[src/rtl/dcw_regs.svh]
/*
  Bit positions and reset values of the drive command word and the
  drive state report word.
  Assumes inclusion by bare name from design files only.
*/
`ifndef DCW_REGS_SVH
`define DCW_REGS_SVH

// ------------------------------------------------------------------
// Command word fields
// ------------------------------------------------------------------
`define DCW_C_OFF1        0
`define DCW_C_OFF2        1
`define DCW_C_OFF3        2
`define DCW_C_COAST       3
`define DCW_C_QSTOP       4
`define DCW_C_HOLD        5
`define DCW_C_START       6
`define DCW_C_RESET       7
`define DCW_C_JOG1        8
`define DCW_C_JOG2        9
`define DCW_C_VALID       10
`define DCW_C_SLOW        11
`define DCW_C_CATCH       12
`define DCW_C_SET_LO      13
`define DCW_C_SET_HI      14
`define DCW_C_REV         15
`define DCW_CMD_RESET     16'h0000

// ------------------------------------------------------------------
// Report word fields
// ------------------------------------------------------------------
`define DCW_S_CTL_RDY     0
`define DCW_S_DRV_RDY     1
`define DCW_S_ENABLE      2
`define DCW_S_TRIP        3
`define DCW_S_ON2         4
`define DCW_S_ON3         5
`define DCW_S_NO_START    6
`define DCW_S_WARN        7
`define DCW_S_AT_REF      8
`define DCW_S_BUS_CTL     9
`define DCW_S_IN_LIMIT    10
`define DCW_STAT_RESET    16'h0040

// ------------------------------------------------------------------
// Option codes
// ------------------------------------------------------------------
`define DCW_RELAY_OPT     8'h1F
`define DCW_MULTI_SETUP   8'h09
`define DCW_PROFILE_OPT   8'h01
`define DCW_SETUP_RESET   2'h0

`endif

[src/rtl/dcw_pkg.sv]
/*
  Types shared by the command word interpreter.
  Assumes nothing of its surroundings.
*/
package dcw_pkg;

  // Reversing source selection
  typedef enum logic [1:0] {
    DCW_REV_DIGITAL = 2'h0,
    DCW_REV_SERIAL  = 2'h1,
    DCW_REV_OR      = 2'h2,
    DCW_REV_AND     = 2'h3
  } dcw_rev_src_t;

  // Drive sequencing state, one-hot
  typedef enum logic [3:0] {
    DCW_ST_INHIBIT = 4'b0001,
    DCW_ST_READY   = 4'b0010,
    DCW_ST_RUN     = 4'b0100,
    DCW_ST_TRIP    = 4'b1000
  } dcw_state_t;

endpackage

[src/rtl/dcw_sync.sv]
/*
  Two-flip-flop synchroniser, one per bit.
  Assumes the inputs are asynchronous to clk.
*/
`timescale 1ns/1ps
module dcw_sync #(
  parameter int WIDTH = 1
) (
  // Clock and reset
  input  wire logic             clk,
  input  wire logic             rst,
  // Data
  input  wire logic [WIDTH-1:0] din,
  output logic      [WIDTH-1:0] dout
);

  logic [WIDTH-1:0] stage1;

  genvar i;
  generate
    for (i = 0; i < WIDTH; i++) begin : g_bit
      always_ff @(posedge clk or posedge rst) begin
        if (rst) begin
          stage1[i] <= 1'b0;
          dout[i]   <= 1'b0;
        end else begin
          stage1[i] <= din[i];
          dout[i]   <= stage1[i];
        end
      end
    end
  endgenerate

endmodule

[src/rtl/dcw_interp.sv]
/*
  Drive command word interpreter: takes whole command words from the
  fieldbus side, turns them into drive controls and builds the drive
  state report word.
  Assumes cmd_wr and drive-side status come from logic on core_clk;
  keypad, site and digital reverse arrive from pins.
*/
`timescale 1ns/1ps
`include "dcw_regs.svh"
module dcw_interp
  import dcw_pkg::*;
#(
  parameter int REF_W = 16
) (
  // Clock and reset
  input  wire logic             core_clk,
  input  wire logic             rst,
  // Fieldbus word port
  input  wire logic [15:0]      cmd_word,
  input  wire logic             cmd_wr,
  output logic      [15:0]      drive_state_report_word,
  // Configuration
  input  wire logic [7:0]       relay_func,
  input  wire logic [7:0]       active_setup_mode,
  input  wire logic             setups_linked,
  input  wire dcw_rev_src_t     rev_src,
  input  wire logic [7:0]       word_profile,
  input  wire logic [REF_W-1:0] adjust_amount,
  input  wire logic [REF_W-1:0] warn_speed_low,
  input  wire logic [REF_W-1:0] warn_speed_high,
  // Drive status
  input  wire logic             trip_in,
  input  wire logic             warning_in,
  input  wire logic             power_ok,
  input  wire logic [REF_W-1:0] speed_ref_in,
  input  wire logic [REF_W-1:0] motor_speed,
  input  wire logic [REF_W-1:0] out_freq,
  // Pins
  input  wire logic             local_keypad_stop,
  input  wire logic             local_ref_site,
  input  wire logic             dig_reverse,
  // Drive controls
  output logic                  ramp_stop,
  output logic                  coast_stop,
  output logic                  quick_stop,
  output logic                  start_enable,
  output logic                  hold_freq,
  output logic                  drive_reset,
  output logic                  fault_ack,
  output logic                  jog1,
  output logic                  jog2,
  output logic      [REF_W-1:0] freq_ref,
  output logic      [1:0]       active_setup,
  output logic                  reverse,
  output logic                  relay_on,
  output dcw_state_t            drive_state
);

  // ----------------------------------------------------------------
  // Pin synchronisers
  // ----------------------------------------------------------------
  logic [2:0] pins_s;
  logic       key_stop_s;
  logic       site_local_s;
  logic       dig_rev_s;

  dcw_sync #(
    .WIDTH (3)
  ) u_sync (
    .clk  (core_clk),
    .rst  (rst),
    .din  ({dig_reverse, local_ref_site, local_keypad_stop}),
    .dout (pins_s)
  );

  assign key_stop_s   = pins_s[0];
  assign site_local_s = pins_s[1];
  assign dig_rev_s    = pins_s[2];

  // ----------------------------------------------------------------
  // Command word capture
  // ----------------------------------------------------------------
  logic [15:0] cw;
  logic        word_taken;
  logic        reset_edge;

  assign word_taken = cmd_wr && cmd_word[`DCW_C_VALID];

  // Whole word taken in one edge
  always_ff @(posedge core_clk or posedge rst) begin
    if (rst) begin
      cw <= `DCW_CMD_RESET;
    end else if (word_taken) begin
      cw <= cmd_word;
    end
  end

  // Leading edge of the reset bit between accepted words
  assign reset_edge = word_taken && cmd_word[`DCW_C_RESET]
                      && !cw[`DCW_C_RESET];

  // ----------------------------------------------------------------
  // Decoded command terms
  // ----------------------------------------------------------------
  logic off1;
  logic off2;
  logic off3;
  logic all_on;
  logic stop_req;
  logic zero_freq;

  assign off1      = !cw[`DCW_C_OFF1];
  assign off2      = !cw[`DCW_C_OFF2];
  assign off3      = !cw[`DCW_C_OFF3];
  assign all_on    = !off1 && !off2 && !off3;
  assign stop_req  = off1 || off2 || off3 || !cw[`DCW_C_START];
  assign zero_freq = (out_freq == '0);

  // ----------------------------------------------------------------
  // Trip latch
  // ----------------------------------------------------------------
  logic tripped;

  // A new trip wins over a reset arriving in the same cycle
  always_ff @(posedge core_clk or posedge rst) begin
    if (rst) begin
      tripped <= 1'b0;
    end else if (trip_in) begin
      tripped <= 1'b1;
    end else if (reset_edge) begin
      tripped <= 1'b0;
    end
  end

  // ----------------------------------------------------------------
  // Sequencing state
  // ----------------------------------------------------------------
  dcw_state_t state;
  dcw_state_t next_state;
  logic       start_ok;

  assign start_ok = all_on && cw[`DCW_C_COAST] && cw[`DCW_C_QSTOP]
                    && cw[`DCW_C_START] && !tripped;

  always_comb begin
    next_state = state;
    case (state)
      DCW_ST_INHIBIT: begin
        if (tripped) begin
          next_state = DCW_ST_TRIP;
        end else if (all_on) begin
          next_state = DCW_ST_READY;
        end
      end
      DCW_ST_READY: begin
        if (tripped) begin
          next_state = DCW_ST_TRIP;
        end else if (!all_on) begin
          next_state = DCW_ST_INHIBIT;
        end else if (start_ok) begin
          next_state = DCW_ST_RUN;
        end
      end
      DCW_ST_RUN: begin
        if (tripped) begin
          next_state = DCW_ST_TRIP;
        end else if (!start_ok && zero_freq) begin
          next_state = DCW_ST_READY;
        end
      end
      DCW_ST_TRIP: begin
        if (!tripped) begin
          next_state = DCW_ST_INHIBIT;
        end
      end
      default: next_state = DCW_ST_INHIBIT;
    endcase
  end

  always_ff @(posedge core_clk or posedge rst) begin
    if (rst) begin
      state <= DCW_ST_INHIBIT;
    end else begin
      state <= next_state;
    end
  end

  // ----------------------------------------------------------------
  // Stop and start controls
  // ----------------------------------------------------------------
  logic coast_any;

  assign coast_any = off2 || !cw[`DCW_C_COAST] || tripped;

  always_ff @(posedge core_clk or posedge rst) begin
    if (rst) begin
      ramp_stop    <= 1'b1;
      coast_stop   <= 1'b1;
      quick_stop   <= 1'b0;
      start_enable <= 1'b0;
      hold_freq    <= 1'b1;
      drive_state  <= DCW_ST_INHIBIT;
    end else begin
      coast_stop   <= coast_any;
      quick_stop   <= !coast_any
                      && (off3 || !cw[`DCW_C_QSTOP]);
      ramp_stop    <= !coast_any && !off3 && cw[`DCW_C_QSTOP]
                      && (off1 || !cw[`DCW_C_START]);
      start_enable <= start_ok;
      hold_freq    <= !cw[`DCW_C_HOLD];
      drive_state  <= next_state;
    end
  end

  // ----------------------------------------------------------------
  // Reset pulse, relay, jog
  // ----------------------------------------------------------------
  always_ff @(posedge core_clk or posedge rst) begin
    if (rst) begin
      drive_reset <= 1'b0;
      fault_ack   <= 1'b0;
      relay_on    <= 1'b0;
      jog1        <= 1'b0;
      jog2        <= 1'b0;
    end else begin
      drive_reset <= reset_edge;
      fault_ack   <= reset_edge;
      relay_on    <= (relay_func == `DCW_RELAY_OPT) && stop_req
                     && zero_freq;
      jog1        <= cw[`DCW_C_JOG1] && !cw[`DCW_C_QSTOP]
                     && all_on && cw[`DCW_C_COAST];
      jog2        <= cw[`DCW_C_JOG2] && !cw[`DCW_C_QSTOP]
                     && all_on && cw[`DCW_C_COAST];
    end
  end

  // ----------------------------------------------------------------
  // Frequency reference with slow-down, catch-up and hold
  // ----------------------------------------------------------------
  logic [REF_W-1:0] next_freq_ref;

  always_comb begin
    if (cw[`DCW_C_SLOW]) begin
      next_freq_ref = speed_ref_in - adjust_amount;
    end else if (cw[`DCW_C_CATCH]) begin
      next_freq_ref = speed_ref_in + adjust_amount;
    end else begin
      next_freq_ref = speed_ref_in;
    end
  end

  always_ff @(posedge core_clk or posedge rst) begin
    if (rst) begin
      freq_ref <= '0;
    end else if (cw[`DCW_C_HOLD]) begin
      freq_ref <= next_freq_ref;
    end
  end

  // ----------------------------------------------------------------
  // Set-up selection
  // ----------------------------------------------------------------
  logic setup_change_ok;

  assign setup_change_ok = (active_setup_mode == `DCW_MULTI_SETUP)
                           && (state != DCW_ST_RUN
                               || setups_linked);

  always_ff @(posedge core_clk or posedge rst) begin
    if (rst) begin
      active_setup <= `DCW_SETUP_RESET;
    end else if (setup_change_ok) begin
      active_setup <= {cw[`DCW_C_SET_HI], cw[`DCW_C_SET_LO]};
    end
  end

  // ----------------------------------------------------------------
  // Reversing
  // ----------------------------------------------------------------
  logic next_reverse;

  always_comb begin
    case (rev_src)
      DCW_REV_SERIAL: next_reverse = cw[`DCW_C_REV];
      DCW_REV_OR:     next_reverse = cw[`DCW_C_REV] || dig_rev_s;
      DCW_REV_AND:    next_reverse = cw[`DCW_C_REV] && dig_rev_s;
      default:        next_reverse = dig_rev_s;
    endcase
  end

  always_ff @(posedge core_clk or posedge rst) begin
    if (rst) begin
      reverse <= 1'b0;
    end else begin
      reverse <= next_reverse;
    end
  end

  // ----------------------------------------------------------------
  // Start-not-possible flag
  // ----------------------------------------------------------------
  logic no_start;
  logic no_start_set;
  logic no_start_clr;

  assign no_start_set = reset_edge || off2 || off3;
  assign no_start_clr = off1 && !off2 && !off3 && cw[`DCW_C_VALID];

  // Set at power-up by reset value; set wins over clear
  always_ff @(posedge core_clk or posedge rst) begin
    if (rst) begin
      no_start <= 1'b1;
    end else if (no_start_set) begin
      no_start <= 1'b1;
    end else if (no_start_clr) begin
      no_start <= 1'b0;
    end
  end

  // ----------------------------------------------------------------
  // Report word, built whole and registered at once
  // ----------------------------------------------------------------
  logic [15:0] next_report;

  always_comb begin
    next_report = 16'h0000;
    next_report[`DCW_S_CTL_RDY]  = all_on && !tripped;
    next_report[`DCW_S_DRV_RDY]  = all_on && !tripped && power_ok;
    next_report[`DCW_S_ENABLE]   = all_on && !tripped
                                   && cw[`DCW_C_COAST];
    next_report[`DCW_S_TRIP]     = tripped;
    next_report[`DCW_S_ON2]      = cw[`DCW_C_OFF2];
    next_report[`DCW_S_ON3]      = cw[`DCW_C_OFF3];
    next_report[`DCW_S_NO_START] = (word_profile == `DCW_PROFILE_OPT)
                                   && no_start;
    next_report[`DCW_S_WARN]     = warning_in;
    next_report[`DCW_S_AT_REF]   = (motor_speed == freq_ref);
    next_report[`DCW_S_BUS_CTL]  = !key_stop_s && !site_local_s;
    next_report[`DCW_S_IN_LIMIT] = (out_freq >= warn_speed_low)
                                   && (out_freq <= warn_speed_high);
  end

  always_ff @(posedge core_clk or posedge rst) begin
    if (rst) begin
      drive_state_report_word <= `DCW_STAT_RESET;
    end else begin
      drive_state_report_word <= next_report;
    end
  end

endmodule

[config.mk]
export PLATFORM = sky130hd
export DESIGN_NAME = dcw_interp
export DESIGN_NICKNAME = d
export VERILOG_FILES = /design/src/rtl/dcw_pkg.sv /design/src/rtl/dcw_sync.sv /design/src/rtl/dcw_interp.sv
export VERILOG_INCLUDE_DIRS = /design/src /design/src/rtl
export SDC_FILE = /design/constraint.sdc
export NUM_CORES = 1
export LEC_CHECK = 0
export ABC_AREA = 1
export CORE_ASPECT_RATIO = 0.5
export CORE_UTILIZATION = 60
export CTS_CLUSTER_SIZE = 24
export DETAILED_ROUTE_END_ITERATION = 7
export DONT_BUFFER_PORTS = 1
export PLACE_DENSITY = 0.87
export SLEW_MARGIN = 20
export SYNTH_ARGS = -nofsm -noshare
export SYNTH_HDL_FRONTEND = slang
export SYNTH_SLANG_ARGS = --single-unit
[constraint.sdc]
create_clock -name core_clk -period 2.5 [get_ports core_clk]
set_clock_uncertainty 0.1 [all_clocks]
set_input_delay 0.5 -clock core_clk [delete_from_list [all_inputs] [get_ports core_clk]]
set_output_delay 0.5 -clock core_clk [all_outputs]
set_load 0.02 [all_outputs]
# [Word level (Yosys, flattened, before mapping)]
# Index checks and enable logic that the tools add are counted.
[totals] reg_bits=67 out_inout_bits=49 wordCells=120
[op_classes] n_addsub=2 n_lt_le_gt_ge=2 eq_ne=16 mux=16 reduce_logical=61
[ops] cell="1-bit logical AND" n=33
[ops] cell="16-bit 2-to-1 mux" n=2
[ops] cell="4-bit 2-to-1 mux" n=8
[ops] cell="16-bit adder" n=1
[ops] cell="16-bit == test" n=1
[ops] cell="16-bit >= comparator" n=1
[ops] cell="16-bit <= comparator" n=1
[ops] cell="16-bit logical NOT" n=1
[ops] cell="4-bit one-hot mux with 4 select lines" n=1
[ops] cell="16-bit subtractor" n=1
[ops] cell="1-bit logical NOT" n=13
[ops] cell="1-bit logical OR" n=11
[ops] cell="8-bit by 1-bit == test with 1-bit output (second input constant)" n=1
[ops] cell="8-bit by 4-bit == test with 1-bit output (second input constant)" n=1
[ops] cell="8-bit by 5-bit == test with 1-bit output (second input constant)" n=1
[ops] cell="3-bit != test (second input constant)" n=2
[ops] cell="2-bit == test (second input constant)" n=2
[ops] cell="4-bit by 1-bit == test with 1-bit output (second input constant)" n=1
[ops] cell="4-bit by 2-bit == test with 1-bit output (second input constant)" n=1
[ops] cell="4-bit by 3-bit == test with 1-bit output (second input constant)" n=1
[ops] cell="4-bit == test (second input constant)" n=1
[ops] cell="1-bit 2-to-1 mux" n=4
[ops] cell="4-bit by 3-bit != test with 1-bit output (second input constant)" n=1
[ops] cell="4-bit != test (second input constant)" n=1
[ops] cell="other kinds (5)" n=6

# [Longest topological paths before layout]
# Gate-level depths: netlist (run 1).
[depth] depth_word=11 mapped_depth=16 depth_no_buf=15

# [Cells and area by module]
# From an unflattened synthesis (run 1), not the netlist that was laid out.
[hier_totals] cells_unflattened=832 hier_area_um2=5738.0
[by_module_without_submodules] mod="dcw_interp" instances=1 cells_per_inst=825 area_per_inst_um2=5584.1 seq_area_each_um2=1534.0
[by_module_without_submodules] mod="dcw_sync" instances=1 cells_per_inst=7 area_per_inst_um2=153.9 seq_area_each_um2=150.1

# [Worst setup path before layout (run 1)]
# No wires, ideal clock.
[synth_timing] path_type="in2reg" start="input port speed_ref_in[0]" end="register freq_ref[8]" setup_ns=0.116 arrival_time_ns=1.892 setup_slack_ns=0.392 cell_stages=15 cell_sequence="inv_1 > ha_1 > fa_1 > inv_1 > nand2_1 > o21ai_2 > nand2_1 > nand2_1 > nand2_1 > nand2_1 > nand2_1 > nand3_1 > nand2_1 > nand2_1 > nand2_1"
[synth_between] elab_chain_cells=3
[synth_rtl] item="start: declaration" line_no="dcw_interp.sv:35" rtl="input wire logic [REF_W-1:0] speed_ref_in,"
[synth_rtl] item="16-bit adder" line_no="dcw_interp.sv:246" rtl="next_freq_ref = speed_ref_in + adjust_amount;"
[synth_rtl] item="16-bit 2-to-1 mux" line_no="dcw_interp.sv:245" rtl="end else if (cw[`DCW_C_CATCH]) begin"
[synth_rtl] item="16-bit 2-to-1 mux (*)" line_no="dcw_interp.sv:243" rtl="if (cw[`DCW_C_SLOW]) begin"
[synth_rtl] item="end signal: assignment" line_no="dcw_interp.sv:256" rtl="freq_ref <= next_freq_ref;"
[synth_rtl] item="end: declaration" line_no="dcw_interp.sv:52" rtl="output logic [REF_W-1:0] freq_ref,"
# Every way passes the cells marked *; elsewhere a longest branch is shown, timed or not.
# A chain may end at the register's enable or synchronous reset.

# [Worst setup path after layout (run 1)]
# Ends and elaborated chain as after synthesis.

==> results.yml, run 1 <==
status:
  run_status: "finished with violations"
  failed_checks: "negative hold slack"
route:
  ant_nets: 0
  drtIter0Drc: 467
  viasPerCell: 5.60
  wl_um: 14400
  drc: 0
  firstDrtPassIters: 5
  wl_per_cell_um: 15.1
  vias: 5321
pwr:
  p_switching_mw: 1.45
  p_clk_share_pct: 32.5
  intPower_mw: 2.45
  p_sw_share_pct: 37.1
  report.power.total_mw: 3.90
  leakagePower_nw: 3.28
  power_frac_comb_pct: 27.5
  seqPwrFrac_pct: 40.1
  vdd_drop_max_mv: 0.291
  power_density_mw_per_mm2: 640
sta:
  setup_tns_ps: 0
  worst_pin_slew_ps: 579
  fin_ws_ps: 545
  final_period_minus_worst_setup_slack_ps: 1950
  hold_viol: 4
  whs_ps: -1.07
  slew_violations: 0
  rsz0062_at_grt: "no"
  fmax_mhz: 512
  maxSlewHeadroom_pct: 61.4
  fin_crit_sh_pct: 78.2
  final-setup-viol-count: 0
floorplanning:
  initial_core_util_pct: 63.8
  rows: 24
  die-area_mm2: 0.0100
  die_w_um: 140
  fp.dieH_um: 71.2
  coreArea_mm2: 0.00901
  ioPinCount: 197
clocking:
  htreeDepth: 3
  cts_tree: "done"
  numCtsBuffers: 9
  path_clk_slew_ps: 60
  cts_root_buf: "clkbuf_16"
  clock_latency_ps: 320
  cts_hold_repair.buffers: 0
  clockBufferDepth: 2
  post_cts_buffers: 0
  cts_resized: 0
  cts_sinks: 67
final_layout:
  instances_no_fill: 951
  final_nets: 1040
  area_growth_pct: 5.94
  drive_gt1_share_pct: 7.56
setup_path:
  crit_path_max_fanout: 4
  critPathArrivalTime_ps: 2060
  setup.worst_path.start_class: "input port"
  crit_start: "speed_ref_in[0]"
  critPathRequiredTime_ps: 2610
  end_kind: "register"
  path_class: "in -> reg"
  worstReg2RegStart: "drive_state[1]"
yosys:
  synth.top_cell.area_share_pct: 26.6
  synth.area.top_cells: "dfrtp_1, nand2_1, ha_1"
  netlist_area_mm2: 0.00575
  synth_seq_cells: 67
  yosysSeqAreaShare_pct: 29.3
  ys_warn_count: 0
  synthCells: 832
  synth_top_area_cell: "dfrtp_1"
  syn_area_per_cell_um2: 6.91
  synth.distinct_cells: 46
grt:
  grt_max_degree: 44
  grt_overflow: 0
  antenna_found_initial: 1
  grt_usage_pct: 28.9
  grt_first_pass_wirelength_um: 22700
  grt_pass1_vias: 4901
place:
  place.gp.congestion: 0.984
  port_buffers: 0
  hpwl_um: 11800
  placed_cells: 934
  preCtsSetupSlack_ps: 237
job:
  cap_violations: 0
worst_hold_path:
  min_path_type: "in -> async"
-- metrics by stage --
step | utilization, % | hold WS (ps) | area, um^2
6_report | 67.6 | -1.07 | 6090
5_1_grt | 67.6 | 36.1 | 6090
4_1_cts | 67.6 | 8.81 | 6090
3_5_place_dp | 64.1 | 242 | 5780
3_3_place_gp | 64.1 | 234 | 5780
2_1_floorplan | - | 231 | 5760
-- cells in the final DEF (no fill, tap or decap), types with 6 or more instances in the layout --
master       n
a21oi_1     49
clkbuf_16    9
dfrtp_1     61
dfstp_2      6
ha_1        62
inv_1      123
inv_2       12
nand2_1    221
nand3_1     58
nand4_1     16
nor2_1      84
nor3_1       7
o211ai_1     6
o21ai_0     32
o21bai_1     6
xnor2_1     12
-- worst max-delay path, stage by stage --
cell     delay [ps]
inv_1            20
ha_1            200
fa_1            380
inv_1            80
nand2_1          80
o21ai_2         180
nand2_1          70
nand2_1         120
nand2_1          80
nand2_1          60
nand2_1          50
nand3_1          70
nand2_1          60
nand2_1          60
nand2_1          50
-- per-layer routing --
| metal | up-vias | global-route usage, % | wire, um |
|---|---|---|---|
| li1 | 2640 | - | - |
| met1 | 2451 | 35.7 | 5830 |
| met2 | 212 | 52.1 | 7300 |
| met3 | 18 | 4.95 | 1010 |
| met4 | 0 | 9.40 | 228 |
| met5 | - | 0 | 0 |
-- Yosys cell counts (all sizes together) --
cell type,count
nand2,226
inv,135
nor2,87
ha,62
dfrtp,61
nand3,60
a21oi,55
o21ai,35
buf,21
nand4,16
xnor2,12
nor3,7
o21bai,7
dfstp,6
o211ai,6
nor4,5
xor2,5
a31oi,4
clkbuf,4
or2,4
and2,2
fa,2
nand3b,2
a211oi,1
and3,1
clkinv,1
conb,1
nor3b,1
nor4b,1
o2111ai,1
o221ai,1
-- sequential cells by signal (all words and copies together), names as in the netlist, 2 cells and up --
signal	flops
active_setup	2
cw	16
drive_state	4
drive_state_report_word	11
freq_ref	16
u_sync.dout	3
u_sync.stage1	3
-- worst paths after layout --
path	cells after the start	slack, ps	end
min in group core_clk	0	100	u_sync.stage1[2]
hold / removal	1	-1	u_sync.dout[1]
setup reg to reg	6	730	active_setup[1]
setup / recovery	15	550	freq_ref[8]
hold reg to reg	0	250	u_sync.dout[0]
max in group asynchronous	2	1640	coast_stop
-- area by class of cell --
cell class / count / area (um^2)
Sequential cell: 67 / 1680
Tap cell: 117 / 146
Inverter: 136 / 510
Timing Repair Buffer: 6 / 57.6
Fill cell: 805 / 2920
Clock buffer: 10 / 239
Antenna cell: 1 / 2.50
Clock inverter: 6 / 73.8
Multi-Input combinational cell: 608 / 3380
-- power by group through the flow --
stage	combinational (mW)	clock, mW	sequential (mW)
4_1_cts	1.06	1.29	1.56
2_1_floorplan	0.872	0	1.52
3_5_place_dp	1.05	0	1.58
3_3_place_gp	1.02	0	1.58
6_report	1.07	1.27	1.56
5_1_grt	1.21	1.33	1.58
-- cell families after synthesis --
kind of cell / after synthesis / share of synthesized area (%)
flops: 67 / 29.3
simple gates: 412 / 30.5
buf+inv: 161 / 12.2
compound gates: 110 / 11.1
xor+xnor: 17 / 2.59
fa+ha+maj: 64 / 14.2
other cells: 1 / 0.0652
No activity file was read; power rests on OpenSTA's default activity.
==> run 2, diff against run 1 <==
--- a/config.mk
+++ b/config.mk
@@ -8,11 +8,11 @@
 export LEC_CHECK = 0
 export ABC_AREA = 1
 export CORE_ASPECT_RATIO = 0.5
-export CORE_UTILIZATION = 60
+export CORE_UTILIZATION = 59
 export CTS_CLUSTER_SIZE = 24
 export DETAILED_ROUTE_END_ITERATION = 7
 export DONT_BUFFER_PORTS = 1
-export PLACE_DENSITY = 0.87
+export PLACE_DENSITY = 0.89
 export SLEW_MARGIN = 20
 export SYNTH_ARGS = -nofsm -noshare
 export SYNTH_HDL_FRONTEND = slang
==> constraint.sdc (replaced) <==
create_clock -name core_clk -period 1.6 [get_ports core_clk]
set_clock_uncertainty 0.1 [all_clocks]
set_input_delay 0.32 -clock core_clk [delete_from_list [all_inputs] [get_ports core_clk]]
set_output_delay 0.32 -clock core_clk [all_outputs]
set_load 0.02 [all_outputs]
==> results.yml, run 2 (synthesis results as in run 1) <==
grt:
  grt_usage_pct: 32.0
  antenna_found_initial: 1
  grt_first_pass_wirelength_um: 25200
  grt_overflow: 0
  grt_max_degree: 68
  grt_pass1_vias: 5316
floorplanning:
  die_w_um: 142
  die-area_mm2: 0.0102
  rows: 25
  fp.dieH_um: 71.8
  ioPinCount: 197
  coreArea_mm2: 0.00945
  initial_core_util_pct: 60.9
sta:
  slew_violations: 0
  fin_crit_sh_pct: 107
  rsz0062_at_grt: "yes"
  final-setup-viol-count: 3
  final_period_minus_worst_setup_slack_ps: 1720
  hold_viol: 0
  setup_tns_ps: -244
  fmax_mhz: 582
  fin_ws_ps: -119
final_layout:
  final_nets: 1115
  largestRegisters: "cw (16), freq_ref (16), drive_state_report_word (11)"
  layout_commonest_cell: "nand2_1"
  area_growth_pct: 23.8
  final_cell_mix: "nand2_1, inv_1, nor2_1, buf_4, dfrtp_1"
  drive_gt1_share_pct: 21.3
  utilization_pct: 75.3
  fillers: 760
job:
  cap_violations: 0
setup_path:
  cpMaxStageDelayCell: "fa_2"
  path_class: "in -> reg"
  critPathRequiredTime_ps: 1670
  end_kind: "register"
  crit_top_cell: "buf_4"
  crit_path_max_incr_delay_ps: 350
  crit_path_max_fanout: 3
  setup.worst_path.start_class: "input port"
  critPathArrivalTime_ps: 1790
  worstPathCellList: "inv_12 -> ha_4 -> fa_2 -> inv_2 -> nand2_4 -> o21ai_4 -> nand2_1 -> nand2_2 -> buf_4 -> buf_4 -> a21oi_1 -> o21ai_1 -> a31oi_1"
route:
  wl_per_cell_um: 16.1
  ant_nets: 0
  wl_um: 16800
  drtIter0Drc: 558
  drc: 0
  vias: 5790
  firstDrtPassIters: 5
  viasPerCell: 5.55
pwr:
  report.power.total_mw: 6.51
  power_density_mw_per_mm2: 915
  leakagePower_nw: 3.67
  vdd_drop_max_mv: 0.735
place:
  place.gp.congestion: 0.983
  hpwl_um: 13100
  port_buffers: 0
clocking:
  numCtsBuffers: 9
  path_clk_slew_ps: 50
  cts_root_buf: "clkbuf_16"
  clockBufferDepth: 2
  clock_latency_ps: 320
  cts_sinks: 67
  cts_tree: "done"
  htreeDepth: 3
worst_hold_path:
  min_path_type: "in -> reg"
status:
  run_status: "finished with violations"
  failed_checks: "negative setup slack"
## run 2: critical path: cells and delay by family
kind	cells	cell delay (ps)
buffers and inverters	4	300
and+or+nand+nor	3	240
adders and majority gates	2	500
AOI/OAI and AO/OA	4	430
## run 2: where the power goes
group,total [mW],switching (mW),leakage [nW],internal [mW]
Sequential,2.30,0.355,0.813,1.95
Combinational,2.46,1.43,2.72,1.03
Clock,1.74,0.664,0.131,1.08
Total,6.51,2.45,3.67,4.06
## run 2: metal layers
layer  GRT usage, %  up-vias  part of all wire (%)  wire length, um
met1           39.3     2694                    40             6670
li1               -     2782                     -                -
met2           57.6      273                    50             8460
met3           5.48       41                   7.6             1290
met5              0        -                     0                0
met4           11.2        0                   2.6              431
## run 2: worst paths after layout
check,startpoint,end,slack (ps),cells after the start
setup / recovery,speed_ref_in[0],freq_ref[6],-120,13
hold / removal,cmd_word[6],cw[6],20,2
setup reg to reg,freq_ref[11],drive_state_report_word[8],20,5
hold reg to reg,u_sync.stage1[1],u_sync.dout[1],250,0
max in group asynchronous,rst,drive_state[0],590,3
min in group asynchronous,rst,freq_ref[0],480,3
## run 2: stage by stage
stage	instances	hold WS, ps	setup WS (ps)	instance area (um^2)
detailed placement	1005	214	-429	6370
global route	1044	20.0	-184	7120
CTS	1031	7.25	-13.5	6770
finish	1044	16.5	-119	7120
global placement	1005	212	-404	6370
floorplan	836	231	-261	5920
## run 2: repair_timing
action | in CTS | in global routing
pin swaps | 3 | 20
endpoints found under the hold margin | 68 | 0
hold buffers | 9 | 0
setup buffers | 1 | 12
setup endpoints to repair | 12 | 19
resized for setup | 11 | 55
## run 2: final cells by class
type / count / area [um^2] / area share [%]
Inverter: 136 / 541 / 7.60
Multi-Input combinational cell: 608 / 3760 / 52.9
Timing Repair Buffer: 81 / 684 / 9.62
Antenna cell: 1 / 2.50 / 0.0352
Tap cell: 135 / 169 / 2.37
Sequential cell: 67 / 1680 / 23.7
Clock buffer: 11 / 243 / 3.41
Clock inverter: 5 / 30.0 / 0.422
==> run 3, diff against run 2 <==
--- a/config.mk
+++ b/config.mk
@@ -16,4 +16,5 @@
 export SLEW_MARGIN = 20
 export SYNTH_ARGS = -nofsm -noshare
 export SYNTH_HDL_FRONTEND = slang
+export SYNTH_HIERARCHICAL = 1
 export SYNTH_SLANG_ARGS = --single-unit
==> results.yml, run 3 <==
setup_path:
  path_buf_inv: 2
  worstPathCellList: "inv_12 -> ha_4 -> fa_2 -> inv_2 -> nand2_2 -> o21ai_2 -> nand2_1 -> nand2_2 -> nand2_1 -> nand2_1 -> nand2_1 -> nand3_1 -> nand2_1 -> nand2_1 -> nand2_1"
  critPathRequiredTime_ps: 1720
  path_delay_family: "simple AND/OR/NAND/NOR gates"
  crit_path_max_fanout: 3
  path_class: "in -> reg"
  cpMaxStageDelayCell: "fa_2"
  crit_path_max_incr_delay_ps: 350
  critPathArrivalTime_ps: 1800
  worstReg2RegStart: "no_start"
  reg2reg_depth: 3
  crit_top_cell: "nand2_1"
  end_kind: "register"
  setup.worst_path.start_class: "input port"
  rrSetupSlack_ps: 80
  r2r-end: "drive_state_report_word[6]"
place:
  port_buffers: 0
  hpwl_um: 13300
  placed_cells: 1004
  preCtsSetupSlack_ps: -409
  postPlaceCellArea_mm2: 0.00638
  place.gp.congestion: 0.971
final_layout:
  final_nets: 1106
  seq_area_mm2: 0.00168
  utilization_pct: 74.3
  final_cell_mix: "nand2_1, inv_1, nor2_1, dfrtp_1, buf_4"
  antenna_cells: 0
  area_growth_pct: 22.4
  largestRegisters: "cw (16), freq_ref (16), drive_state_report_word (11)"
  layout_commonest_cell: "nand2_1"
  multi_input_area_mm2: 0.00373
  drive_gt1_share_pct: 20.8
  fillers: 717
  design_area_mm2: 0.00702
  instances_no_fill: 1034
grt:
  met2_usage_pct: 60.2
  grt_max_degree: 33
  grt_pass1_vias: 5823
  grt_overflow: 0
  grt_use_met3_pct: 6.48
  use_met1_pct: 37.4
  antenna_found_initial: 0
  grt_usage_pct: 32.8
  busiest_layer: "met2"
  grt_first_pass_wirelength_um: 25900
pwr:
  vdd_drop_max_mv: 0.530
  leakagePower_nw: 3.63
  report.power.total_mw: 6.70
  power_density_mw_per_mm2: 955
clocking:
  path_clk_slew_ps: 60
  cts_root_buf: "clkbuf_16"
  cts_tree: "done"
  numCtsBuffers: 9
  clockBufferDepth: 2
  cts_sinks: 67
  clock_latency_ps: 330
  htreeDepth: 3
sta:
  fmax_mhz: 596
  setup_tns_ps: -196
  whs_ps: 4.70
  hold_viol: 0
  fin_crit_sh_pct: 105
  final-setup-viol-count: 4
  fin_ws_ps: -78.9
  rsz0062_at_grt: "yes"
  slew_violations: 0
  final_period_minus_worst_setup_slack_ps: 1680
yosys:
  synth.area.top_cells: "dfrtp_1, nand2_1, ha_1"
  synth_common_cells: "nand2_1, inv_1, nor2_1"
  synth.most_common_cell: "nand2_1"
  synth.distinct_cells: 45
  ys_warn_count: 6
  synth_top_area_cell: "dfrtp_1"
  netlist_area_mm2: 0.00574
  synth_edf_count: 0
  synthCells: 832
  synth_seq_cells: 67
  synth-async-reset-ratio_pct: 100
  dominantRegCellSynth: "dfrtp_1"
  synth.top_cell.area_share_pct: 26.6
  yosysSeqAreaShare_pct: 29.4
  syn_area_per_cell_um2: 6.90
status:
  run_status: "finished with violations"
  failed_checks: "design-rule violations, negative setup slack"
floorplanning:
  die_w_um: 141
  rows: 25
  coreArea_mm2: 0.00945
  ioPinCount: 197
  die-area_mm2: 0.0101
  initial_core_util_pct: 60.7
  fp.dieH_um: 71.7
route:
  drc: 1
  drtIter0Drc: 462
  wl_um: 16600
  firstDrtPassIters: 7
  ant_nets: 0
  vias: 5847
  wl_per_cell_um: 16.0
  viasPerCell: 5.65
job:
  cap_violations: 0
worst_hold_path:
  whs_endpoint: "cw[2]"
  hold_depth: 2
  min_path_type: "in -> reg"
  holdCritStartpoint: "cmd_word[2]"
-- run 3: routing by layer --
| layer | share of wire [%] | wire, um |
|---|---|---|
| met1 | 37 | 6070 |
| met2 | 50 | 8210 |
| met3 | 9.1 | 1520 |
| met4 | 4.6 | 763 |
| met5 | 0 | 0 |
-- run 3: worst max path at each step --
stage	startpoint	to	slack, ps	cells after the start
2_1_floorplan	speed_ref_in[0]	freq_ref[14]	-270	15
3_3_place_gp	adjust_amount[10]	freq_ref[14]	-370	12
3_5_place_dp	adjust_amount[9]	freq_ref[12]	-410	13
4_1_cts	adjust_amount[10]	freq_ref[13]	10	11
5_1_grt	speed_ref_in[0]	freq_ref[14]	-140	15
6_report	speed_ref_in[0]	freq_ref[14]	-80	15
-- run 3: timing repair --
action / CTS / global route
hold endpoints to repair: 72 / 0
resized for setup: 9 / 38
pin swaps: 2 / 9
setup buffers: 0 / 1
setup endpoints to repair: 8 / 14
hold buffers: 13 / 0
-- run 3: area by class of cell --
cell class                      count  share of cell area (%)
Multi-Input combinational cell    607                    53.1
Sequential cell                    67                    24.0
Tap cell                          135                    2.41
Clock inverter                      7                    1.19
Timing Repair Buffer               73                    8.45
Inverter                          136                    7.65
Clock buffer                        9                    3.21
-- run 3: worst register-to-register path: stages, from the launching register on --
cell and delay [ps]:
dfstp_2 540, nand3b_1 90, nor4_2 150, dlygate4sd3_1 580
-- run 3: kinds of logic (layout without fill, tap and decap cells) --
group / after synthesis / count (layout) / synth area share, %
XOR/XNOR: 17 / 17 / 2.59
multiplexers: 1 / 1 / 0.196
buffers and inverters: 162 / 225 / 11.8
adder cells (fa/ha/maj): 64 / 64 / 14.2
other: 1 / 5 / 0.0654
flip-flops: 67 / 67 / 29.4
AND/OR/NAND/NOR: 412 / 412 / 30.8
AO/OA/AOI/OAI: 108 / 108 / 11.0
-- run 3: report_power, final --
group / internal [mW] / switching (mW) / total (mW)
Sequential: 1.95 / 0.357 / 2.30
Combinational: 0.968 / 1.41 / 2.38
Clock: 1.24 / 0.785 / 2.02
Total: 4.15 / 2.55 / 6.70
